<file path="src/core/ulms_pkg.sv">
// Shared constants for the UART line and modem status register slice
package ulms_pkg;

  // APB byte addresses, one aligned word each
  localparam logic [7:0] ADDR_IER      = 8'h00;
  localparam logic [7:0] ADDR_MCR      = 8'h04;
  localparam logic [7:0] ADDR_LSR      = 8'h08;
  localparam logic [7:0] ADDR_MSR      = 8'h0C;
  localparam logic [7:0] ADDR_SCRATCH  = 8'h10;
  localparam logic [7:0] ADDR_FEATURE_CONTROL     = 8'h14;
  localparam logic [7:0] ADDR_EFR      = 8'h18;
  localparam logic [7:0] ADDR_RHOLD    = 8'h1C;

  // modem_line_control fields
  localparam int MCR_DTR      = 0;
  localparam int MCR_RTS      = 1;
  localparam int MCR_OP1      = 2;
  localparam int MCR_OP2      = 3;
  localparam int MCR_LOOP     = 4;
  localparam int MCR_IR_EN    = 6;
  localparam int MCR_PRESC    = 7;

  // line_status fields
  localparam int LSR_DRDY     = 0;
  localparam int LSR_OVR      = 1;
  localparam int LSR_PERR     = 2;
  localparam int LSR_FERR     = 3;
  localparam int LSR_BRK      = 4;
  localparam int LSR_THRE     = 5;
  localparam int LSR_TEMT     = 6;
  localparam int LSR_FIFOERR  = 7;

  // Other control fields
  localparam int IER_MSI      = 3;
  localparam int FEATURE_CONTROL_IR_INV  = 2;
  localparam int FEATURE_CONTROL_SWAP    = 6;
  localparam int EFR_AUTO_CTS = 7;

  // Receive entry layout: data, parity, framing, break
  localparam int ENT_PERR     = 8;
  localparam int ENT_FERR     = 9;
  localparam int ENT_BRK      = 10;
  localparam int ENT_W        = 11;

  // Reset values
  localparam logic [7:0] SCRATCH_RST = 8'hFF;
  localparam logic [7:0] REG_RST     = 8'h00;

  // Receive FIFO geometry
  localparam int         RXF_DEPTH   = 64;
  localparam int         RXF_AW      = 6;
  localparam logic [6:0] RXF_FULL    = 7'h40;
  localparam logic [6:0] RHR_FULL    = 7'h01;

  // Prescaler count in clock cycles; IrDA timing in baud16 ticks
  localparam logic [1:0] PRESC_LAST  = 2'h3;
  localparam logic [3:0] IR_PULSE_TK = 4'h3;
  localparam logic [4:0] IR_BIT_TK   = 5'h10;

  // Level counter mode encodings of enhanced_mode_select[1:0]
  localparam logic [1:0] LVL_ALT     = 2'h3;

endpackage

</file>
<file path="src/core/ulms_regs.sv">
// Line status, modem status, scratch and level-count register slice
// Summary of operation
// - Infrared enable routes serial data through IrDA coding; encoded transmit idles low.
// - Prescaler bit clear feeds baud generator undivided; set divides by four.
// - Data ready flag shows while any received character waits.
// - Character arriving with FIFO full sets overrun and is not stored.
// - Parity error flag belongs to the character at the read position.
// - Framing error flag belongs to the character at the read position.
// - Break flags the character; only one break character enters the FIFO.
// - Holding-empty flag shows empty holding register or empty transmit FIFO.
// - Transmitter-idle flag needs both holding side and shifter empty.
// - In FIFO mode, FIFO error flag stays set while any stored byte carries an error.
// - Clear-to-send, data-set-ready, carrier-detect changes set deltas; raise modem interrupt.
// - Ring delta sets only when ring input goes low to high.
// - Auto clear-to-send: high input halts after current character, low resumes.
// - Outside loopback, upper status bits are inverted modem input pins.
// - In loopback, upper status bits mirror modem control output bits.
// - Scratch holds host data and resets to all ones.
// - With swap set, scratch-location writes load the enhanced mode select.
// - Mode field picks receive, transmit or alternating level count.
// - Alternating mode reads receive count first, then transmit, repeating.
// - With swap set, scratch-location reads return the FIFO level count.
//
// Decided for this implementation: the placing of the registers and the APB register port.
`timescale 1ns/100ps
module ulms_regs (
  input  wire logic        clk,
  input  wire logic        rstn,
  // APB slave
  input  wire logic        psel,
  input  wire logic        penable,
  input  wire logic        pwrite,
  input  wire logic [7:0]  paddr,
  input  wire logic [31:0] pwdata,
  output logic      [31:0] prdata,
  output logic             pready,
  output logic             pslverr,
  // Modem pins
  input  wire logic        cts_n,
  input  wire logic        dsr_n,
  input  wire logic        ring_in_n,
  input  wire logic        carrier_detect_n,
  output logic             dtr_n,
  output logic             rts_n,
  output logic             op2_n,
  output logic             msi_irq,
  // Receiver core
  input  wire logic        fifo_mode,
  input  wire logic        rx_char_valid,
  input  wire logic [7:0]  rx_char_data,
  input  wire logic        rx_parity_err,
  input  wire logic        rx_framing_err,
  input  wire logic        rx_break_det,
  input  wire logic        rx_line_high,
  // Transmitter core
  input  wire logic [6:0]  tx_fifo_count,
  input  wire logic        tx_shifter_busy,
  input  wire logic        tx_char_done,
  output logic             tx_halt,
  // Serial path and baud clocking
  input  wire logic        baud16_tick,
  input  wire logic        tx_serial,
  output logic             tx_pin,
  input  wire logic        rx_pin,
  output logic             rx_serial,
  output logic             baud_clk_en
);

  typedef struct packed {
    logic [7:0]                                 interrupt_enable_reg;
    logic [7:0]                                 modem_line_control;
    logic [7:0]                                 scr;
    logic [7:0]                                 feature_control;
    logic [7:0]                                 enhanced_feature_reg;
    logic [1:0]                                 lvl_mode;
    logic                                       alt_tx;
    logic [ulms_pkg::RXF_DEPTH-1:0][ulms_pkg::ENT_W-1:0] mem;
    logic [ulms_pkg::RXF_AW-1:0]                wr_ptr;
    logic [ulms_pkg::RXF_AW-1:0]                rd_ptr;
    logic [6:0]                                 rx_cnt;
    logic [6:0]                                 err_cnt;
    logic                                       overrun;
    logic                                       brk_held;
    logic [3:0]                                 delta;
    logic                                       halt;
    logic [1:0]                                 presc;
    logic [3:0]                                 ir_tx_ph;
    logic                                       ir_tx_prev;
    logic [4:0]                                 ir_rx_cnt;
    logic                                       ack;
    logic                                       err;
    logic [7:0]                                 rdata;
  } ulms_state_t;

  ulms_state_t q_ff;
  ulms_state_t nxt_q;

  logic [7:0]               msr_lvl;
  logic [3:0]               delta_ev;
  logic [7:0]               lsr_val;
  logic [7:0]               rd_val;
  logic                     hit;
  logic                     swap;
  logic                     loop;
  logic [ulms_pkg::ENT_W-1:0] top;
  logic [ulms_pkg::ENT_W-1:0] entry;
  logic [6:0]               full_lvl;
  logic                     push_req;
  logic                     push;
  logic                     pop;
  logic                     done_rd;
  logic                     done_wr;
  logic                     lvl_tx;
  logic                     cts_high;
  logic                     ir_pulse;

  assign loop = q_ff.modem_line_control[ulms_pkg::MCR_LOOP];
  assign swap = q_ff.feature_control[ulms_pkg::FEATURE_CONTROL_SWAP];
  assign top  = q_ff.mem[q_ff.rd_ptr];

  always_comb begin
    if (loop) begin
      msr_lvl = {q_ff.modem_line_control[ulms_pkg::MCR_OP2], q_ff.modem_line_control[ulms_pkg::MCR_OP1],
                 q_ff.modem_line_control[ulms_pkg::MCR_DTR], q_ff.modem_line_control[ulms_pkg::MCR_RTS], 4'h0};
    end else begin
      msr_lvl = {~carrier_detect_n, ~ring_in_n, ~dsr_n, ~cts_n, 4'h0};
    end
  end

  ulms_delta #(.FALL_ONLY(1'b0)) u_d_cts (.clk(clk), .rstn(rstn), .lvl(msr_lvl[4]), .chg(delta_ev[0]));
  ulms_delta #(.FALL_ONLY(1'b0)) u_d_dsr (.clk(clk), .rstn(rstn), .lvl(msr_lvl[5]), .chg(delta_ev[1]));
  ulms_delta #(.FALL_ONLY(1'b1)) u_d_ri  (.clk(clk), .rstn(rstn), .lvl(msr_lvl[6]), .chg(delta_ev[2]));
  ulms_delta #(.FALL_ONLY(1'b0)) u_d_cd  (.clk(clk), .rstn(rstn), .lvl(msr_lvl[7]), .chg(delta_ev[3]));

  // Line status view
  always_comb begin
    lsr_val = 8'h00;
    lsr_val[ulms_pkg::LSR_DRDY] = (q_ff.rx_cnt != 7'h00);
    lsr_val[ulms_pkg::LSR_OVR]  = q_ff.overrun;
    lsr_val[ulms_pkg::LSR_PERR] = (q_ff.rx_cnt != 7'h00) & top[ulms_pkg::ENT_PERR];
    lsr_val[ulms_pkg::LSR_FERR] = (q_ff.rx_cnt != 7'h00) & top[ulms_pkg::ENT_FERR];
    lsr_val[ulms_pkg::LSR_BRK]  = (q_ff.rx_cnt != 7'h00) & top[ulms_pkg::ENT_BRK];
    lsr_val[ulms_pkg::LSR_THRE] = (tx_fifo_count == 7'h00);
    lsr_val[ulms_pkg::LSR_TEMT] = (tx_fifo_count == 7'h00) & ~tx_shifter_busy;
    lsr_val[ulms_pkg::LSR_FIFOERR] = fifo_mode & (q_ff.err_cnt != 7'h00);
  end

  assign lvl_tx = q_ff.lvl_mode[0] & (~q_ff.lvl_mode[1] | q_ff.alt_tx);

  always_comb begin
    hit    = 1'b1;
    rd_val = 8'h00;
    case (paddr)
      ulms_pkg::ADDR_IER: begin
        rd_val = q_ff.interrupt_enable_reg;
      end
      ulms_pkg::ADDR_MCR: begin
        rd_val = q_ff.modem_line_control;
      end
      ulms_pkg::ADDR_LSR: begin
        rd_val = lsr_val;
      end
      ulms_pkg::ADDR_MSR: begin
        rd_val = msr_lvl | {4'h0, q_ff.delta};
      end
      ulms_pkg::ADDR_SCRATCH: begin
        if (swap) begin
          rd_val = lvl_tx ? {1'b0, tx_fifo_count} : {1'b0, q_ff.rx_cnt};
        end else begin
          rd_val = q_ff.scr;
        end
      end
      ulms_pkg::ADDR_FEATURE_CONTROL: begin
        rd_val = q_ff.feature_control;
      end
      ulms_pkg::ADDR_EFR: begin
        rd_val = q_ff.enhanced_feature_reg;
      end
      ulms_pkg::ADDR_RHOLD: begin
        rd_val = top[7:0];
      end
      default: begin
        hit = 1'b0;
      end
    endcase
  end

  // Effects land on the edge where pready is sampled high
  assign done_rd = psel & penable & q_ff.ack & ~pwrite & ~q_ff.err;
  assign done_wr = psel & penable & q_ff.ack & pwrite & ~q_ff.err;

  assign full_lvl = fifo_mode ? ulms_pkg::RXF_FULL : ulms_pkg::RHR_FULL;
  assign pop      = done_rd & (paddr == ulms_pkg::ADDR_RHOLD) & (q_ff.rx_cnt != 7'h00);

  always_comb begin
    push_req = rx_char_valid | (rx_break_det & ~q_ff.brk_held);
    if (rx_break_det & ~q_ff.brk_held) begin
      entry = {1'b1, rx_framing_err, 1'b0, 8'h00};
    end else begin
      entry = {1'b0, rx_framing_err, rx_parity_err, rx_char_data};
    end
  end

  assign push = push_req & (q_ff.rx_cnt < full_lvl);

  assign cts_high = loop ? ~q_ff.modem_line_control[ulms_pkg::MCR_RTS] : cts_n;
  assign ir_pulse = rx_pin ^ q_ff.feature_control[ulms_pkg::FEATURE_CONTROL_IR_INV];

  always_comb begin
    nxt_q = q_ff;

    // APB: one wait state, read data captured before pready
    if (psel & penable & ~q_ff.ack) begin
      nxt_q.ack   = 1'b1;
      nxt_q.err   = ~hit;
      nxt_q.rdata = rd_val;
    end else begin
      nxt_q.ack = 1'b0;
    end

    if (done_wr) begin
      case (paddr)
        ulms_pkg::ADDR_IER: begin
          nxt_q.interrupt_enable_reg = pwdata[7:0];
        end
        ulms_pkg::ADDR_MCR: begin
          nxt_q.modem_line_control = pwdata[7:0];
        end
        ulms_pkg::ADDR_SCRATCH: begin
          if (swap) begin
            nxt_q.lvl_mode = pwdata[1:0];
            nxt_q.alt_tx   = 1'b0;
          end else begin
            nxt_q.scr = pwdata[7:0];
          end
        end
        ulms_pkg::ADDR_FEATURE_CONTROL: begin
          nxt_q.feature_control = pwdata[7:0];
        end
        ulms_pkg::ADDR_EFR: begin
          nxt_q.enhanced_feature_reg = pwdata[7:0];
        end
        default: begin
          nxt_q.interrupt_enable_reg = q_ff.interrupt_enable_reg;
        end
      endcase
    end

    if (done_rd & swap & (paddr == ulms_pkg::ADDR_SCRATCH) & (q_ff.lvl_mode == ulms_pkg::LVL_ALT)) begin
      nxt_q.alt_tx = ~q_ff.alt_tx;
    end

    // clear only what was read; new changes win
    if (done_rd & (paddr == ulms_pkg::ADDR_MSR)) begin
      nxt_q.delta = (q_ff.delta & ~q_ff.rdata[3:0]) | delta_ev;
    end else begin
      nxt_q.delta = q_ff.delta | delta_ev;
    end

    // Overrun clears on status read unless a new one arrives
    if (done_rd & (paddr == ulms_pkg::ADDR_LSR) & q_ff.rdata[ulms_pkg::LSR_OVR]) begin
      nxt_q.overrun = 1'b0;
    end
    if (push_req & ~push) begin
      nxt_q.overrun = 1'b1;
    end

    if (rx_break_det & ~q_ff.brk_held) begin
      nxt_q.brk_held = 1'b1;
    end else if (rx_line_high) begin
      nxt_q.brk_held = 1'b0;
    end

    if (push) begin
      nxt_q.mem[q_ff.wr_ptr] = entry;
      nxt_q.wr_ptr           = q_ff.wr_ptr + 6'h01;
    end
    if (pop) begin
      nxt_q.rd_ptr = q_ff.rd_ptr + 6'h01;
    end
    nxt_q.rx_cnt = q_ff.rx_cnt + {6'h00, push} - {6'h00, pop};

    nxt_q.err_cnt = q_ff.err_cnt + {6'h00, push & (|entry[ulms_pkg::ENT_BRK:ulms_pkg::ENT_PERR])}
                    - {6'h00, pop & (|top[ulms_pkg::ENT_BRK:ulms_pkg::ENT_PERR])};

    if (~q_ff.enhanced_feature_reg[ulms_pkg::EFR_AUTO_CTS] | ~cts_high) begin
      nxt_q.halt = 1'b0;
    end else if (~tx_shifter_busy | tx_char_done) begin
      nxt_q.halt = 1'b1;
    end

    nxt_q.presc = q_ff.presc + 2'h1;

    // IrDA transmit phase restarts at each data edge
    nxt_q.ir_tx_prev = tx_serial;
    if (tx_serial != q_ff.ir_tx_prev) begin
      nxt_q.ir_tx_ph = 4'h0;
    end else if (baud16_tick) begin
      nxt_q.ir_tx_ph = q_ff.ir_tx_ph + 4'h1;
    end

    // IrDA receive pulse stretched to one bit time
    if (ir_pulse) begin
      nxt_q.ir_rx_cnt = ulms_pkg::IR_BIT_TK;
    end else if (baud16_tick & (q_ff.ir_rx_cnt != 5'h00)) begin
      nxt_q.ir_rx_cnt = q_ff.ir_rx_cnt - 5'h01;
    end
  end

  always_ff @(posedge clk or negedge rstn) begin
    if (!rstn) begin
      q_ff     <= '0;
      q_ff.scr <= ulms_pkg::SCRATCH_RST;
    end else begin
      q_ff <= nxt_q;
    end
  end

  assign prdata  = {24'h000000, q_ff.rdata};
  assign pready  = q_ff.ack;
  assign pslverr = q_ff.ack & q_ff.err;

  // Modem outputs held inactive during loopback
  assign dtr_n = loop | ~q_ff.modem_line_control[ulms_pkg::MCR_DTR];
  assign rts_n = loop | ~q_ff.modem_line_control[ulms_pkg::MCR_RTS];
  assign op2_n = loop | ~q_ff.modem_line_control[ulms_pkg::MCR_OP2];

  assign msi_irq = q_ff.interrupt_enable_reg[ulms_pkg::IER_MSI] & (|q_ff.delta);

  assign tx_halt = q_ff.halt;

  assign baud_clk_en = ~q_ff.modem_line_control[ulms_pkg::MCR_PRESC] | (q_ff.presc == ulms_pkg::PRESC_LAST);

  always_comb begin
    if (loop) begin
      tx_pin    = ~q_ff.modem_line_control[ulms_pkg::MCR_IR_EN];
      rx_serial = tx_serial;
    end else if (q_ff.modem_line_control[ulms_pkg::MCR_IR_EN]) begin
      tx_pin    = ~tx_serial & (q_ff.ir_tx_ph < ulms_pkg::IR_PULSE_TK);
      rx_serial = ~(ir_pulse | (q_ff.ir_rx_cnt != 5'h00));
    end else begin
      tx_pin    = tx_serial;
      rx_serial = rx_pin;
    end
  end

endmodule

</file>
<file path="src/core/ulms_delta.sv">
// Change detector for one modem status level bit
`timescale 1ns/100ps
module ulms_delta #(
  parameter bit FALL_ONLY = 1'b0
) (
  input  wire logic clk,
  input  wire logic rstn,
  input  wire logic lvl,
  output logic      chg
);

  typedef struct packed {
    logic prev;
  } ulms_delta_t;

  ulms_delta_t q_ff;
  ulms_delta_t nxt_q;

  always_comb begin
    nxt_q      = q_ff;
    nxt_q.prev = lvl;
  end

  always_ff @(posedge clk or negedge rstn) begin
    if (!rstn) begin
      q_ff <= '0;
    end else begin
      q_ff <= nxt_q;
    end
  end

  // Fall-only variant reports only the end of a ring
  assign chg = FALL_ONLY ? (q_ff.prev & ~lvl) : (q_ff.prev ^ lvl);

endmodule

</file>
<file path="config.mk">
export PLATFORM = sky130hd
export DESIGN_NAME = ulms_regs
export DESIGN_NICKNAME = d
export VERILOG_FILES = /design/src/core/ulms_pkg.sv /design/src/core/ulms_regs.sv /design/src/core/ulms_delta.sv
export SDC_FILE = /design/constraint.sdc
export NUM_CORES = 2
export LEC_CHECK = 0
export ABC_AREA = 1
export BUFFER_PORTS_ARGS = -buffer_cell sky130_fd_sc_hd__buf_2
export CORE_MARGIN = 2
export CORE_UTILIZATION = 60
export DETAILED_ROUTE_END_ITERATION = 8
export GPL_TIMING_DRIVEN = 0
export PLACE_DENSITY_LB_ADDON = 0.2
export RECOVER_POWER = 50
export SLEW_MARGIN = 20
export SYNTH_ARGS = -nofsm -noshare
export SYNTH_HDL_FRONTEND = slang
export SYNTH_SLANG_ARGS = --single-unit
</file>
<file path="constraint.sdc">
create_clock -name clk -period 4.2 [get_ports clk]
set_input_delay 0.21 -clock clk [delete_from_list [all_inputs] [get_ports clk]]
set_output_delay 0.21 -clock clk [all_outputs]
set_load 0.02 [all_outputs]
</file>
**Word-level counts from Yosys, hierarchy flattened**

Index checks and enable logic that the tools add are counted.

- Flip-flop bits (word level): 806
- Input bits: 75
- Logic and storage cells: 245
- Output and inout bits: 42

- Muxes and demuxes: 33
- Bitwise operators: 73
- Equality and inequality tests: 10
- Magnitude comparators: 5
- Reduce and logical (&&, ||, !) cells: 25
- Add/sub/neg operators: 9

Operators with widths:

| kind | number |
|---|---|
| bitwise mux 704 bit | 1 |
| binary-select mux 11 bit (select 6 bit) | 1 |
| demux 11 bit (select 6 bit) | 1 |
| one-hot mux 8 bit (8 select lines) | 1 |
| 2-to-1 mux 11 bit | 3 |
| equality test 8 x 5 -> 1 bit (second input constant) | 4 |
| bitwise AND 1 bit | 31 |
| NOT 1 bit | 24 |
| 2-to-1 mux 1 bit | 17 |
| equality test 8 x 4 -> 1 bit (second input constant) | 2 |
| 2-to-1 mux 8 bit | 2 |
| nonzero test 2 bit | 8 |
| adder 7 x 1 -> 7 bit | 2 |
| less-than comparator 6 x 7 -> 1 bit (second input constant) | 2 |
| 2-to-1 mux 7 bit | 2 |
| nonzero test 7 bit | 2 |
| subtractor 7 x 1 -> 7 bit | 2 |
| adder 6 x 1 -> 6 bit (second input constant) | 2 |
| 2-to-1 mux 4 bit | 3 |
| 2-to-1 mux 5 bit | 2 |
| OR 1 bit | 9 |
| AND reduction 3 bit | 3 |
| equality test 8 x 3 -> 1 bit (second input constant) | 1 |
| zero test 8 bit | 1 |
| other kinds (20) | 29 |

**Depth between registers and ports, before layout**

- Word-level depth: 9
- Gate-level depth with buffers: 24
- Gate-level depth less buffers: 21

**Modules after synthesis**

From an unflattened synthesis, not the netlist that was laid out.

- Cell total of the unflattened synthesis: 4799
- Area, all modules: 37863.8 µm²

By module, submodules not included:

| module | times used | area an instance (µm²) | cells each | sequential area each (µm²) |
|---|---|---|---|---|
| ulms_regs | 1 | 37697.4 | 4778 | 20079.3 |
| ulms_delta at u_d_cd ... | 3 | 43.8 | 6 | 25.0 |
| ulms_delta at u_d_ri | 1 | 35.0 | 3 | 25.0 |

**Worst setup path before layout**

Ideal clock, no wire load.

- Path kind: register to register
- Start point: reg q_ff[43] (netlist bit)
- End point: reg q_ff[35] (netlist bit)
- Data required time: 4.074 ns
- Arrival: 3.323 ns
- Setup slack: 0.751 ns
- Buffers on the path: 3
- Library setup time: 0.126 ns
- Period minus slack after synthesis: 3.449 ns
- Stages on the path, launching flop included: 24
- Cells stage by stage: dfrtp_1 -> buf_2 -> inv_2 -> clkbuf_1 -> clkbuf_1 -> nand2_1 -> nand3_1 -> nand3_1 -> nand3_1 -> nand2_1 -> nand3_1 -> nand2_1 -> nor3_1 -> nor2_1 -> ha_1 -> inv_1 -> ha_1 -> inv_1 -> fa_1 -> o21ai_0 -> nand2_1 -> a21oi_1 -> nor2_1 -> xor2_1

RTL lines:

| what | line | RTL |
|---|---|---|
| start, declared | ulms_regs.sv:95 | `ulms_state_t q_ff;` |
| start signal, assigned | ulms_regs.sv:315 | `q_ff <= nxt_q;` |

==> flow_metrics.env <==
export IMPL_outcome="finished with violations"
export IMPL_failed_checks="design-rule violations, max-capacitance violations, max-slew violations"
export IMPL_root_buffer="clkbuf_16"
export IMPL_min_period_over_period=0.993
export IMPL_synthAdderAreaFrac=0.0103
export IMPL_period_needed_ns=4.17
export IMPL_syn_area_per_cell_um2=7.92
export IMPL_final_cell_mix="nand2_1 (1534), o21ai_0 (809), dfrtp_1 (798)"
export IMPL_timing_rr_start="q_ff[44]"
export IMPL_final_common_cell="nand2_1"
export IMPL_startpoint_type="register"
export IMPL_crit_required_ns=4.74
export IMPL_synth_simple_area_share=0.242
export IMPL_grt_max_degree=138
export IMPL_async_flop_share=1.00
export IMPL_syn_cell_area_mm2=0.0378
export IMPL_grt_remaining_overflow=0
export IMPL_slew_headroom=-0.428
export IMPL_grt_pass1_wl_mm=228
export IMPL_synth_xor_area_share=0.00672
export IMPL_wl_mm=160
export IMPL_htreeDepth=3
export IMPL_arrival_ns=4.71
export IMPL_syn_to_final_growth_pct=13.2
export IMPL_avgRoutedWirePerCell_um=27.1
export IMPL_whs_path_depth=3
export IMPL_yosysTopAreaCell="dfrtp_1"
export IMPL_ys_top_cells_by_area="dfrtp_1 (53%), nand2_1 (15%), o21ai_0 (11%)"
export IMPL_yosysSeqAreaShare=0.534
export IMPL_placed_cell_area_mm2=0.0395
export IMPL_multi_input_area_mm2=0.0155
export IMPL_min_path_type="in2reg"
export IMPL_cts_path_max_buffers=3
export IMPL_insertion_delay_ns=0.67
export IMPL_cts_tree="done"
export IMPL_hold_path_startpoint="carrier_detect_n"
export IMPL_postSynthCellCount=4776
export IMPL_worstMarginPinSlew_ns=2.14
export IMPL_ys_ff_latch=806
export IMPL_place_congestion=1.03
export IMPL_grt_use_total=0.493
export IMPL_first_pass_iters=9
export IMPL_area_sequential_mm2=0.0202
export IMPL_finalSetupViolCount=0
export IMPL_die_w_um=255
export IMPL_via_per_inst=6.30
export IMPL_antenna_found_initial=3
export IMPL_coreArea_mm2=0.0627
export IMPL_synth_compound_area_frac=0.146
export IMPL_synth_warnings=0
export IMPL_peakVddDrop_mv=0.372
export IMPL_max_freq_mhz=240
export IMPL_synthMuxAreaShare=0.000298
export IMPL_critPathKind="reg2reg"
export IMPL_max_cap_viol_count=1
export IMPL_cts_setup_buffers=0
export IMPL_grt_pass1_vias=33917
export IMPL_crit_path_end_kind="register"
export IMPL_die_y_um=255
export IMPL_synth_flop_cell="dfrtp_1"
export IMPL_design_area_mm2=0.0428
export IMPL_synth_edf_count=0
export IMPL_drt_iter0_drc=6143
export IMPL_hpwl_mm=110
export IMPL_nNetsFinal=5092
export IMPL_synth_distinct_cells=50
export IMPL_cts_made_buffers=85
export IMPL_powerDensity_mw_per_mm2=557
export IMPL_path_max_fanout=10
export IMPL_drive_gt1_frac=0.0808
export IMPL_final_max_slew_viol_count=77
export IMPL_total_power_uw=23800
export IMPL_drcViolationCount=5
export IMPL_hold_violations=0
export IMPL_initial_core_util=0.603
export IMPL_cts_sinks=806
export IMPL_skew_ns=0.0279
export IMPL_io_buffers=67
export IMPL_synth_top_family_by_area="simple AND/OR/NAND/NOR gates"
export IMPL_r2r_cells=21
export IMPL_antenna_left=0
export IMPL_fp_row_count=92
export IMPL_cts_clk_slew_worst_paths_ns=0.06
export IMPL_fillers=5452
export IMPL_num_vias=37150
export IMPL_leakage_uw=0.0200
export IMPL_synth_top_area_frac=0.528
export IMPL_ios=117
export IMPL_dieArea_mm2=0.0650
export IMPL_crit_path_start="q_ff[44]"
[metrics by stage]
step	TNS (ns)	util	hold slack (ns)	instances	worst slack (ns)
global placement	-	0.626	0.379	5712	-14.32
global route	-0.0109	0.682	0.0131	5895	-0.0109
finish	0	0.682	0.00624	5901	0.0307
floorplan	0	-	-0.0856	4799	0.751
detailed placement	-3.73	0.630	0.156	5722	-1.01
CTS	0	0.682	0.000155	5894	0.000453
[final timing paths]
path | endpoint | slack, ns
hold / removal | u_d_cd.q_ff | 0.006
max in group asynchronous | q_ff[584] | 0.94
min in group asynchronous | q_ff[675] | 0.69
setup reg to reg | q_ff[35] | 0.03
hold reg to reg | q_ff[20] | 0.45
setup / recovery | q_ff[35] | 0.03
[where the power goes]
group,total [µW],switching (µW),internal (µW)
registers,11200,1280,9910
logic,5110,3350,1760
clock network,7520,3300,4220
total,23800,7930,15900
[synth_stat cells, drive strengths merged (12+ instances only)]
cell / n
nand4: 12
o21ai: 946
nand2: 1551
a21oi: 64
ha: 28
xor2: 22
inv: 170
buf: 124
clkbuf: 257
o211ai: 42
nand3: 292
nor2: 401
nor3: 16
dfrtp: 798
[flip-flops by register name, summed over array words and instances (netlist names)]
register,cells
prdata,8
lsr_val,1
u_d_cts.q_ff,1
tx_halt,1
u_d_dsr.q_ff,1
q_ff,790
u_d_ri.q_ff,1
u_d_cd.q_ff,1
loop,1
pready,1
[logic make-up (layout without fill, tap and decap cells)]
group / after synthesis / in the layout
compound gates: 1070 / 1070
fa+ha+maj: 30 / 30
xor+xnor: 29 / 29
simple gates: 2284 / 2284
other cells: 1 / 30
buf+inv: 555 / 805
mux: 1 / 1
flops: 806 / 806
[cell type report]
cell class | instances | share of cell area
Sequential cell | 806 | 0.472
Buffer | 381 | 0.0458
Clock inverter | 19 | 0.00570
Tap cell | 846 | 0.0247
Multi-Input combinational cell | 3438 | 0.362
Clock buffer | 130 | 0.0572
Antenna cell | 6 | 0.000351
Inverter | 174 | 0.0155
Timing Repair Buffer | 101 | 0.0173
[critical path, cell delays in order, from the launching register on]
cell     delay (ns)
dfrtp_1        0.46
inv_2          0.16
buf_2          0.31
buf_4          0.33
nand3_1        0.20
a21oi_1        0.30
nor2_4         0.10
nand2_1        0.09
nand3_1        0.17
nand2_2        0.19
nor3_2         0.06
nor2_1         0.16
ha_1           0.26
inv_1          0.05
ha_1           0.12
inv_1          0.07
fa_2           0.40
o21ai_2        0.19
nand2_1        0.07
a21oi_1        0.14
nor2_1         0.06
xor2_1         0.13
[layer usage]
metal / global-route usage / wire length [µm] / vias to the layer above
met5: 0 / 23 / -
met1: 0.644 / 58200 / 17713
met2: 0.676 / 64100 / 2816
met4: 0.352 / 13900 / 2
li1: - / - / 15889
met3: 0.181 / 23500 / 730
[timing repair]
item / in CTS / in global routing
gates resized for setup: 134 / 54
hold endpoints to repair: 222 / 0
hold buffers: 23 / 0
setup endpoints to repair: 6 / 3
pin swaps: 2 / 1
Note: power is estimated with default switching activity, not from simulation.
